`src/hdl/acs_pkg.sv`:
```
`default_nettype none
package acs_pkg;
	// ****************************************
	// Register map (byte offsets)
	// ****************************************
	localparam logic [15:0] OFS_STATUS   = 16'hA810; // Event flags, write one to clear
	localparam logic [15:0] OFS_ENABLE   = 16'hA850; // Event mask
	localparam logic [15:0] OFS_CONFIG   = 16'hD004; // Converter configuration
	localparam logic [15:0] OFS_OFFSET   = 16'hD008; // Offset correction
	localparam logic [15:0] OFS_GAIN     = 16'hD00C; // Gain correction
	localparam logic [15:0] OFS_DMA_CTL  = 16'hD010; // Result DMA control
	localparam logic [15:0] OFS_DMA_STS  = 16'hD014; // Result DMA status
	localparam logic [15:0] OFS_BASE     = 16'hD018; // Buffer base pointer
	localparam logic [15:0] OFS_COUNT    = 16'hD01C; // Buffer sample count
	localparam logic [15:0] OFS_NEXT     = 16'hD020; // Next write address
	localparam logic [15:0] OFS_DONE     = 16'hD024; // Samples written
	// ****************************************
	// Field positions and reset values
	// ****************************************
	localparam int EV_LSB      = 1;  // Flags occupy bits 4:1
	localparam int EV_MSB      = 4;
	localparam int EV_HALF     = 0;  // Index inside the 4-bit flag vector
	localparam int EV_FULL     = 1;
	localparam int EV_CLIP     = 2;
	localparam int EV_OVER     = 3;
	localparam int CFG_EN      = 0;  // Converter power bit
	localparam int CFG_CLK     = 2;  // 1 selects the slow sample clock
	localparam int CFG_SMP_LSB = 13; // Sample length code
	localparam int DMA_LOAD    = 0;
	localparam int DMA_WRAP    = 1;
	localparam int DMA_RST     = 4;
	localparam int STS_ACT     = 0;
	localparam int STS_OVF     = 1;
	localparam logic [15:0] CFG_RESET  = 16'h1800;
	localparam logic [15:0] CFG_MASK   = 16'hFFFD; // Bit 1 reserved
	localparam logic [15:0] GAIN_RESET = 16'h8000; // Unity gain
	localparam int GAIN_FRAC   = 15;
	localparam logic signed [18:0] SAT_HI = 19'sh03FFF * 19'sh2 + 19'sh1;
	localparam logic signed [18:0] SAT_LO = -19'sh04000 * 19'sh2;
	localparam logic [15:0] CLIP_POS   = 16'h7FFF;
	localparam logic [15:0] CLIP_NEG   = 16'h8000;
	localparam logic [12:0] SMP_BASE   = 13'h0020; // Shortest sample: 32 clocks
	// ****************************************
	// Timing
	// ****************************************
	localparam int CLK_HZ      = 25000000;
	localparam int WARM_NS     = 21000;  // Analog start-up wait
	localparam int WARM_CYC    = (WARM_NS * (CLK_HZ / 1000000) + 999) / 1000;
	localparam int FAST_HZ     = 6000000;
	localparam int SLOW_HZ     = 1000000;
	localparam int FAST_DIV    = CLK_HZ / FAST_HZ;
	localparam int SLOW_DIV    = CLK_HZ / SLOW_HZ;
	// ****************************************
	// Sequencer states
	// ****************************************
	typedef enum logic [1:0] {SEQ_OFF, SEQ_WARM, SEQ_CONV} acs_seq_t;
endpackage
`default_nettype wire

```
`src/hdl/acs_adc_control.sv`:
```
// Contract
// - Sample timing independent of processor oscillator
// - Convert continuously while enable bit set
// - Hardware start-up wait after enabling
// - Discard one conversion after enable/config write
// - Processor clock switch also forces discard
// - First result: start-up plus doubled time
// - Config write never halts the DMA
// - Overrun flag when result, DMA idle
// - Clip flag when gain product overflows
// - Full flag on last buffer location
// - Half flag on last lower-half location
// - Writing one clears a status flag
// - Status flags at bits 4..1
// - Enable bits 4..1 gate interrupt
// - Clamp clipped result to extremes
// - Config bit 0 starts/stops conversions
//
// Added by the designer: the APB interface to the registers.
`timescale 1ns/1ns
`default_nettype none
module acs_adc_control (
	input  wire logic        clk,
	input  wire logic        rst,
	input  wire logic        psel,
	input  wire logic        penable,
	input  wire logic        pwrite,
	input  wire logic [15:0] paddr,
	input  wire logic [31:0] pwdata,
	output logic             pready,
	output logic [31:0]      prdata,
	output logic             pslverr,
	input  wire logic [15:0] convData,
	input  wire logic        cpuClkSel,
	output logic             analogOn,
	output logic             convDone,
	output logic             dmaWrValid,
	output logic [12:0]      dmaWrAddr,
	output logic [15:0]      dmaWrData,
	output logic             irq
);
	// ****************************************
	// State
	// ****************************************
	typedef struct packed {
		acs_pkg::acs_seq_t seq;      // Sequencer state
		logic [9:0]        warmCnt;  // Start-up wait counter
		logic [4:0]        tickCnt;  // Sample clock divider
		logic [12:0]       smpCnt;   // Sample clocks in conversion
		logic              discard;  // Next conversion is thrown away
		logic              clkPrev;  // Last seen oscillator select
		logic [15:0]       cfg;      // Configuration register
		logic [15:0]       offset;   // Offset correction
		logic [15:0]       gain;     // Gain correction
		logic [3:0]        evEn;     // Event mask
		logic [3:0]        evSts;    // Event flags
		logic              wrap;     // Circular buffer select
		logic              dmaAct;   // DMA running
		logic              result_overrun_flag;   // DMA overflow status
		logic [12:0]       base;     // Buffer base pointer
		logic [12:0]       count;    // Buffer sample count
		logic [12:0]       idx;      // Samples written so far
		logic              wrValid;  // DMA write strobe
		logic [12:0]       wrAddr;   // DMA byte address
		logic [15:0]       wrData;   // DMA write data
		logic              done;     // Delivered result pulse
		logic              ready;    // APB ready
		logic [31:0]       rdata;    // APB read data
		logic              err;      // APB error
	} acs_state_t;

	acs_state_t q;          // Registered state
	acs_state_t d;          // Next state

	logic              acc;       // Access phase
	logic              wr;        // Write takes effect
	logic              hit;       // Address decodes
	logic [31:0]       rmux;      // Read mux
	logic              cfgWr;     // Config write this cycle
	logic              restart;   // Config or clock change while running
	logic              tickLast;  // Last system clock of a sample clock
	logic [4:0]        divLast;   // Divider terminal count
	logic [12:0]       convLast;  // Last sample clock of a conversion
	logic              convEnd;   // Conversion finished
	logic              resRdy;    // Result to deliver
	logic signed [16:0] sum;      // Offset-corrected value
	logic signed [33:0] prod;     // Gain product
	logic signed [18:0] scaled;   // Product back at integer scale
	logic [15:0]       corr;      // Clamped result
	logic              clip;      // Product out of range
	logic [3:0]        evSet;     // Flags raised this cycle
	logic [3:0]        evClr;     // Flags cleared by software
	logic [12:0]       halfLast;  // Index of last lower-half sample
	logic [12:0]       idxNext;   // Index after this write

	// ****************************************
	// Next-state logic
	// ****************************************
	// One process for bus, sequencer, correction and DMA
	always_comb begin
		d        = q;
		d.wrValid = 1'b0;
		d.done    = 1'b0;
		evSet    = 4'h0;
		evClr    = 4'h0;
		resRdy   = 1'b0;
		convEnd  = 1'b0;
		// Bus decode
		acc   = psel && penable;
		wr    = acc && q.ready && pwrite;
		hit   = 1'b1;
		rmux  = 32'h0000_0000;
		case (paddr)
			acs_pkg::OFS_STATUS:  rmux[acs_pkg::EV_MSB:acs_pkg::EV_LSB] = q.evSts;
			acs_pkg::OFS_ENABLE:  rmux[acs_pkg::EV_MSB:acs_pkg::EV_LSB] = q.evEn;
			acs_pkg::OFS_CONFIG:  rmux[15:0] = q.cfg;
			acs_pkg::OFS_OFFSET:  rmux[15:0] = q.offset;
			acs_pkg::OFS_GAIN:    rmux[15:0] = q.gain;
			acs_pkg::OFS_DMA_CTL: rmux[acs_pkg::DMA_WRAP] = q.wrap;
			acs_pkg::OFS_DMA_STS: begin
				rmux[acs_pkg::STS_ACT] = q.dmaAct;
				rmux[acs_pkg::STS_OVF] = q.result_overrun_flag;
			end
			acs_pkg::OFS_BASE:    rmux[12:0] = q.base;
			acs_pkg::OFS_COUNT:   rmux[12:0] = q.count;
			acs_pkg::OFS_NEXT:    rmux[13:1] = 13'(q.base + {q.idx[11:0], 1'b0});
			acs_pkg::OFS_DONE:    rmux[12:0] = q.idx;
			default:              hit = 1'b0;
		endcase
		// One wait state so read data comes from a flop
		if (acc && !q.ready) begin
			d.ready = 1'b1;
			d.rdata = rmux;
			d.err   = !hit;
		end else begin
			d.ready = 1'b0;
			d.err   = 1'b0;
		end
		cfgWr = wr && (paddr == acs_pkg::OFS_CONFIG);
		if (cfgWr) begin
			d.cfg = pwdata[15:0] & acs_pkg::CFG_MASK;
		end
		if (wr && paddr == acs_pkg::OFS_OFFSET) begin
			d.offset = pwdata[15:0];
		end
		if (wr && paddr == acs_pkg::OFS_GAIN) begin
			d.gain = pwdata[15:0];
		end
		if (wr && paddr == acs_pkg::OFS_ENABLE) begin
			d.evEn = pwdata[acs_pkg::EV_MSB:acs_pkg::EV_LSB];
		end
		if (wr && paddr == acs_pkg::OFS_BASE) begin
			d.base = pwdata[12:0];
		end
		if (wr && paddr == acs_pkg::OFS_COUNT) begin
			d.count = pwdata[12:0];
		end
		if (wr && paddr == acs_pkg::OFS_STATUS) begin
			evClr = pwdata[acs_pkg::EV_MSB:acs_pkg::EV_LSB];
		end
		// Sample clock from the fixed system clock, so the oscillator choice
		// never changes timing; the fast rate is the nearest whole divide
		divLast  = q.cfg[acs_pkg::CFG_CLK] ? 5'(acs_pkg::SLOW_DIV - 1)
		                                   : 5'(acs_pkg::FAST_DIV - 1);
		tickLast = (q.tickCnt == divLast);
		convLast = 13'((acs_pkg::SMP_BASE << q.cfg[15:acs_pkg::CFG_SMP_LSB]) - 13'h0001);
		d.clkPrev = cpuClkSel;
		restart   = cfgWr || (cpuClkSel != q.clkPrev);
		// Sequencer
		case (q.seq)
			acs_pkg::SEQ_OFF: begin
				if (d.cfg[acs_pkg::CFG_EN]) begin
					d.seq     = acs_pkg::SEQ_WARM;
					d.warmCnt = 10'h000;
					d.discard = 1'b1;
				end
			end
			acs_pkg::SEQ_WARM: begin
				if (!d.cfg[acs_pkg::CFG_EN]) begin
					d.seq = acs_pkg::SEQ_OFF;
				end else if (q.warmCnt == 10'(acs_pkg::WARM_CYC - 1)) begin
					d.seq     = acs_pkg::SEQ_CONV;
					d.tickCnt = 5'h00;
					d.smpCnt  = 13'h0000;
				end else begin
					d.warmCnt = q.warmCnt + 10'h001;
				end
			end
			acs_pkg::SEQ_CONV: begin
				if (!d.cfg[acs_pkg::CFG_EN]) begin
					d.seq = acs_pkg::SEQ_OFF;
				end else if (restart) begin
					// Restart the conversion and throw its result away
					d.discard = 1'b1;
					d.tickCnt = 5'h00;
					d.smpCnt  = 13'h0000;
				end else if (tickLast) begin
					d.tickCnt = 5'h00;
					if (q.smpCnt == convLast) begin
						d.smpCnt = 13'h0000;
						convEnd  = 1'b1;
					end else begin
						d.smpCnt = q.smpCnt + 13'h0001;
					end
				end else begin
					d.tickCnt = q.tickCnt + 5'h01;
				end
			end
			default: d.seq = acs_pkg::SEQ_OFF;
		endcase
		if (convEnd) begin
			if (q.discard) begin
				d.discard = 1'b0;
			end else begin
				resRdy = 1'b1;
			end
		end
		d.done = resRdy;
		// Offset then gain, clamped to signed 16 bits
		sum    = $signed({convData[15], convData}) + $signed({q.offset[15], q.offset});
		prod   = sum * $signed({1'b0, q.gain});
		scaled = prod[33:acs_pkg::GAIN_FRAC];
		clip   = (scaled > acs_pkg::SAT_HI) || (scaled < acs_pkg::SAT_LO);
		if (scaled > acs_pkg::SAT_HI) begin
			corr = acs_pkg::CLIP_POS;
		end else if (scaled < acs_pkg::SAT_LO) begin
			corr = acs_pkg::CLIP_NEG;
		end else begin
			corr = scaled[15:0];
		end
		// Result DMA; a config write leaves it running
		halfLast = (q.count >> 1) - 13'h0001;
		idxNext  = q.idx + 13'h0001;
		if (resRdy) begin
			evSet[acs_pkg::EV_CLIP] = clip;
			if (q.dmaAct) begin
				d.wrValid = 1'b1;
				d.wrData  = corr;
				d.wrAddr  = 13'(q.base + {q.idx[11:0], 1'b0});
				d.idx     = idxNext;
				// Half flag needs a buffer of at least two samples
				if (q.count > 13'h0001 && q.idx == halfLast) begin
					evSet[acs_pkg::EV_HALF] = 1'b1;
				end
				if (idxNext >= q.count) begin
					evSet[acs_pkg::EV_FULL] = 1'b1;
					if (q.wrap) begin
						d.idx = 13'h0000;
					end else begin
						d.dmaAct = 1'b0;
					end
				end
			end else begin
				evSet[acs_pkg::EV_OVER] = 1'b1;
				d.result_overrun_flag = 1'b1;
			end
		end
		// Software control of the DMA overrides the write path
		if (wr && paddr == acs_pkg::OFS_DMA_CTL) begin
			d.wrap = pwdata[acs_pkg::DMA_WRAP];
			if (pwdata[acs_pkg::DMA_RST]) begin
				d.dmaAct = 1'b0;
				d.result_overrun_flag = 1'b0;
				d.idx    = 13'h0000;
			end else if (pwdata[acs_pkg::DMA_LOAD]) begin
				d.dmaAct = 1'b1;
				d.idx    = 13'h0000;
			end
		end
		// A new event beats a clear in the same cycle
		d.evSts = (q.evSts & ~evClr) | evSet;
	end

	// ****************************************
	// Registers
	// ****************************************
	// Single state register with constant reset
	always_ff @(posedge clk or posedge rst) begin
		if (rst) begin
			q        <= '0;
			q.seq    <= acs_pkg::SEQ_OFF;
			q.cfg    <= acs_pkg::CFG_RESET;
			q.gain   <= acs_pkg::GAIN_RESET;
		end else begin
			q <= d;
		end
	end

	// ****************************************
	// Outputs
	// ****************************************
	assign pready     = q.ready;
	assign prdata     = q.rdata;
	assign pslverr    = q.err;
	assign analogOn   = (q.seq != acs_pkg::SEQ_OFF);
	assign convDone   = q.done;
	assign dmaWrValid = q.wrValid;
	assign dmaWrAddr  = q.wrAddr;
	assign dmaWrData  = q.wrData;
	assign irq        = |(q.evSts & q.evEn);
endmodule // acs_adc_control
`default_nettype wire

```
`config.mk`:
```
export PLATFORM = sky130hd
export DESIGN_NAME = acs_adc_control
export DESIGN_NICKNAME = d
export VERILOG_FILES = /design/src/hdl/acs_pkg.sv /design/src/hdl/acs_adc_control.sv
export SDC_FILE = /design/constraint.sdc
export NUM_CORES = 1
export LEC_CHECK = 0
export BUFFER_PORTS_ARGS = -buffer_cell sky130_fd_sc_hd__buf_2
export CELL_PAD_IN_SITES_DETAIL_PLACEMENT = 0
export CELL_PAD_IN_SITES_GLOBAL_PLACEMENT = 1
export CORE_ASPECT_RATIO = 0.75
export CORE_MARGIN = 1.5
export CORE_UTILIZATION = 53
export CTS_BUF_LIST = sky130_fd_sc_hd__clkbuf_16
export DETAILED_ROUTE_END_ITERATION = 12
export PLACE_DENSITY_LB_ADDON = 0.1
export SLEW_MARGIN = 20
export SYNTH_ARGS = -nofsm -noshare
export SYNTH_HDL_FRONTEND = slang
export SYNTH_SLANG_ARGS = --single-unit
```
`constraint.sdc`:
```
create_clock -name clk -period 27.1 [get_ports clk]
set_input_delay 4.065 -clock clk [delete_from_list [all_inputs] [get_ports clk]]
set_output_delay 4.065 -clock clk [all_outputs]
set_load 0.01 [all_outputs]
```
==> impl_results.rst <==
.. list-table::
   :header-rows: 1

   * - Metric
     - Value
   * - Placement-stage worst setup slack
     - 13.38 ns
   * - Most common cell after layout, fill and taps aside
     - sky130_fd_sc_hd__inv_1
   * - CTS tree
     - built
   * - Finish-stage setup viols
     - 0
   * - Top area cells in the synthesized netlist
     - sky130_fd_sc_hd__fa_1 25%, sky130_fd_sc_hd__dfrtp_1 20%, sky130_fd_sc_hd__ha_1 7.9%
   * - Worst setup slack for register-to-register paths
     - approximately 17 ns
   * - Fin util
     - 0.5687
   * - Synthesized-area fraction occupied by xor and xnor cells
     - 0.03803
   * - Critical hold path startpoint
     - dmaWrAddr[0]
   * - Sequential share of power
     - 0.475
   * - Number of warnings printed during yosys synthesis
     - 0
   * - Unique masters post-synth
     - 78
   * - Sw Pwr
     - around 0.14 mW
   * - Final count of pins violating max slew
     - 0
   * - Maximum single-stage delay on the critical path
     - 0.88 ns
   * - Synthesized instance count
     - between 2k and 2.5k
   * - Clock buffer count from CTS
     - 17
   * - First-pass detailed-route iteration total
     - 7
   * - Critical path startpoint category
     - primary input
   * - Mapped Avg Cell Area
     - a little over 9 um^2
   * - Total number of clock tree sinks
     - 178
   * - Starting DRT DRC Count
     - approximately 1.2k
   * - Post-detail-place hpwl
     - 45490 um
   * - Post CTS Setup Buffer Count
     - 0
   * - First-pass GRT wire length
     - roughly 93000 um
   * - Arrival @ worst endpoint
     - roughly 14 ns
   * - Buffers on Ports
     - 104
   * - Post-synth EDFFs
     - 0
   * - Detail Route Antenna Nets
     - 0
   * - Result of the run
     - finished, final reports clean
   * - Post-detailed-routing wire length
     - between 50000 and 60000 um
   * - Crit path max-delay cell type
     - sky130_fd_sc_hd__fa_1
   * - Clk Tree Root Cell
     - sky130_fd_sc_hd__clkbuf_16
   * - Setup slack of the critical path after layout
     - between 10 and 15 ns
   * - # H-tree levels
     - 4
   * - Number of cell instances on the worst register-to-register path
     - 30
   * - Proportion of register bits with asynchronous set or reset after synthesis
     - 1.000
   * - Via density per instance
     - 5.608
   * - Startpoint of the lowest-slack register-to-register path
     - q[131]
   * - Reg-to-Reg End
     - q[109]
   * - Top library cells by usage in the layout, fill and taps aside
     - 375 x sky130_fd_sc_hd__inv_1, 270 x sky130_fd_sc_hd__fa_1, 251 x sky130_fd_sc_hd__nand2_1
   * - Class of the worst hold path
     - flop to flop
   * - Buffer levels on the longest clock path
     - 2
   * - Top_reg_cell synth
     - sky130_fd_sc_hd__dfrtp_1
   * - Placeable Area
     - 39650 um^2
   * - Post-synthesis compound-gate area fraction
     - 0.09983
   * - Slew Limit Headroom
     - 0.2460
   * - Share of power burned in the clock network
     - 0.463
   * - Internal cell power
     - around 0.42 mW
   * - Least-Margin Pin Slew
     - 1.127 ns
   * - Power per cell area
     - ~25 nW/um^2
   * - Width of the die
     - roughly 240 um
   * - Clock skew after layout
     - ~0.013 ns
   * - Fill cells
     - approximately 3.6k
   * - Pin count of the biggest net entering global routing
     - about 100
   * - Placer's final routability congestion estimate
     - between 0.8 and 0.9
   * - Dominant combinational cell family by area after synthesis
     - adder cells
   * - Number of nets in the layout
     - 2791
   * - Fraction of power spent switching nets
     - 0.2495
   * - Largest area contributor in the netlist
     - sky130_fd_sc_hd__fa_1
   * - Critical path type
     - primary input to flop
   * - WL per Instance
     - 20.31 um
   * - Portion of synthesized cell area occupied by the leading cell type
     - 0.2524
   * - # DRC
     - 0
   * - # hold bufs at CTS
     - 0
   * - Count of cells resized by post-cts repair
     - 0
   * - GRT Residual Overflow
     - 0
   * - # Max-Cap Violations
     - 0
   * - All-layer global routing usage
     - 0.2914
   * - Unrepaired setup endpoints after global routing
     - no
   * - Simple-gate portion of the synthesized area
     - 0.1519
   * - Vias in the first global route
     - roughly 16k
   * - Layout cell share with drive strength beyond 1
     - 0.1168
   * - Dominant cell type by count on the critical path
     - sky130_fd_sc_hd__fa_1
   * - Tmin final
     - 13.42 ns
   * - Setup total negative slack
     - 0 ns
   * - Worst Hold Endpoint
     - dmaWrAddr[0]
   * - Die Footprint
     - roughly 42000 um^2
   * - Static Leakage
     - approximately 12 nW
   * - Maximum fanout along the worst path
     - 17
   * - Required time at the worst-slack endpoint
     - ~27 ns
   * - Sequential element share of the synthesized area
     - 0.2081
   * - Number of cells on the worst hold path
     - 2
   * - Total vias in the final route
     - about 16k
   * - Post-CTS clock slew at the launch and capture registers of the worst setup and hold paths
     - ~0.070 ns
   * - Worst ir drop on vdd
     - 0.05069 mV
   * - Final Cycle Share
     - 0.4951
   * - Post-synthesis instance area
     - 21420 um^2
   * - Initial core utilization
     - 0.5402
   * - Crit end category
     - flop
   * - Synth Area in Adders
     - 0.3326
   * - Die Y
     - about 180 um
   * - Area overhead of the layout relative to synthesis
     - 5.281%
   * - Share of power burned in combinational logic
     - 0.062
   * - Maximum operating frequency
     - approximately 75 MHz
   * - Placement Rows
     - 63
   * - Flop and latch count out of synthesis
     - approximately 180
   * - Clock network latency to the later pin of the worst-skew pair
     - between 0.4 and 0.5 ns
   * - Number of hold-slack violations in the final timing report
     - 0
   * - Portion of netlist area occupied by mux cells
     - 0.06239
   * - Ports placed on the boundary
     - roughly 140
   * - Number of antenna violations at the first check in global routing
     - 5
[logic make-up (layout without fill, tap and decap cells)]
family / after synthesis / count (layout)
AOI/OAI and AO/OA: 334 / 334
xor gates and xnor gates: 93 / 93
adders and majority gates: 408 / 408
buffers and inverters: 543 / 524
DFF: 178 / 178
muxes: 122 / 122
other: 1 / 19
and+or+nand+nor: 654 / 654
[cell usage after synthesis, drive strengths merged, types with 27 or more instances]
cell	instances
a211oi	27
a21o	32
a21oi	83
and2	127
buf	75
clkbuf	91
dfrtp	175
fa	270
ha	135
inv	377
mux2	89
mux2i	33
nand2	252
nand3	28
nor2	85
nor3	33
o21ai	87
xnor2	53
xor2	40
[routing by layer]
layer,vias up,global-route usage,wire (um)
met4,0,0.06764,912
met3,56,0.06332,4341
li1,7414,-,-
met1,8060,0.4414,28070
met5,-,0,0
met2,464,0.4233,24580
[how the worst max path moves through the flow]
stage,start,end
final,convData[0],q[109]
after global routing,convData[0],dmaWrData[0]
after CTS,convData[0],q[109]
after detailed placement,convData[0],dmaWrData[2]
after global placement,convData[0],q[109]
after floorplan,convData[0],dmaWrData[10]
[per-stage QoR]
step	instances	hold WS, ns	power [mW]	area [um^2]
finish	2852	0.4715	0.5610	22550
global route	2852	0.4922	0.5800	22550
detailed placement	2816	0.4550	0.3059	21920
global placement	2816	0.4505	0.3055	21910
CTS	2848	0.4735	0.5656	22520
floorplan	2348	0.4389	0.2912	21480
[power groups by stage]
stage | registers, mW | clock network (mW) | logic [mW]
floorplan | 0.272 | 0 | 0.0195
global route | 0.267 | 0.276 | 0.0375
finish | 0.267 | 0.260 | 0.0347
global placement | 0.272 | 0 | 0.0338
detailed placement | 0.272 | 0 | 0.0343
CTS | 0.267 | 0.265 | 0.0343
[area by class of cell]
cell class | count | area (um^2) | area share
antenna | 3 | 7.507 | 0.0003329
tap | 520 | 650.6 | 0.02885
multi-input combinational | 1627 | 14790 | 0.6559
sequential | 178 | 4458 | 0.1977
timing repair buffer | 115 | 615.6 | 0.02730
clock buffer | 17 | 425.4 | 0.01886
clock inverter | 15 | 178.9 | 0.007934
inverter | 377 | 1423 | 0.06309
[sequential cells by signal (all words and copies together), names as in the netlist]
signal,cells
convDone,1
dmaWrAddr,13
dmaWrData,16
dmaWrValid,1
prdata,16
pready,1
pslverr,1
q,129
[critical path: cells and delay by family]
kind	cells	cell delay, ns
adders and majority gates	9	4.37
buffers and inverters	5	0.51
xor gates and xnor gates	1	0.28
and+or+nand+nor	4	0.93
AOI/OAI and AO/OA	12	3.53
Power figures use the tool's default switching activity.
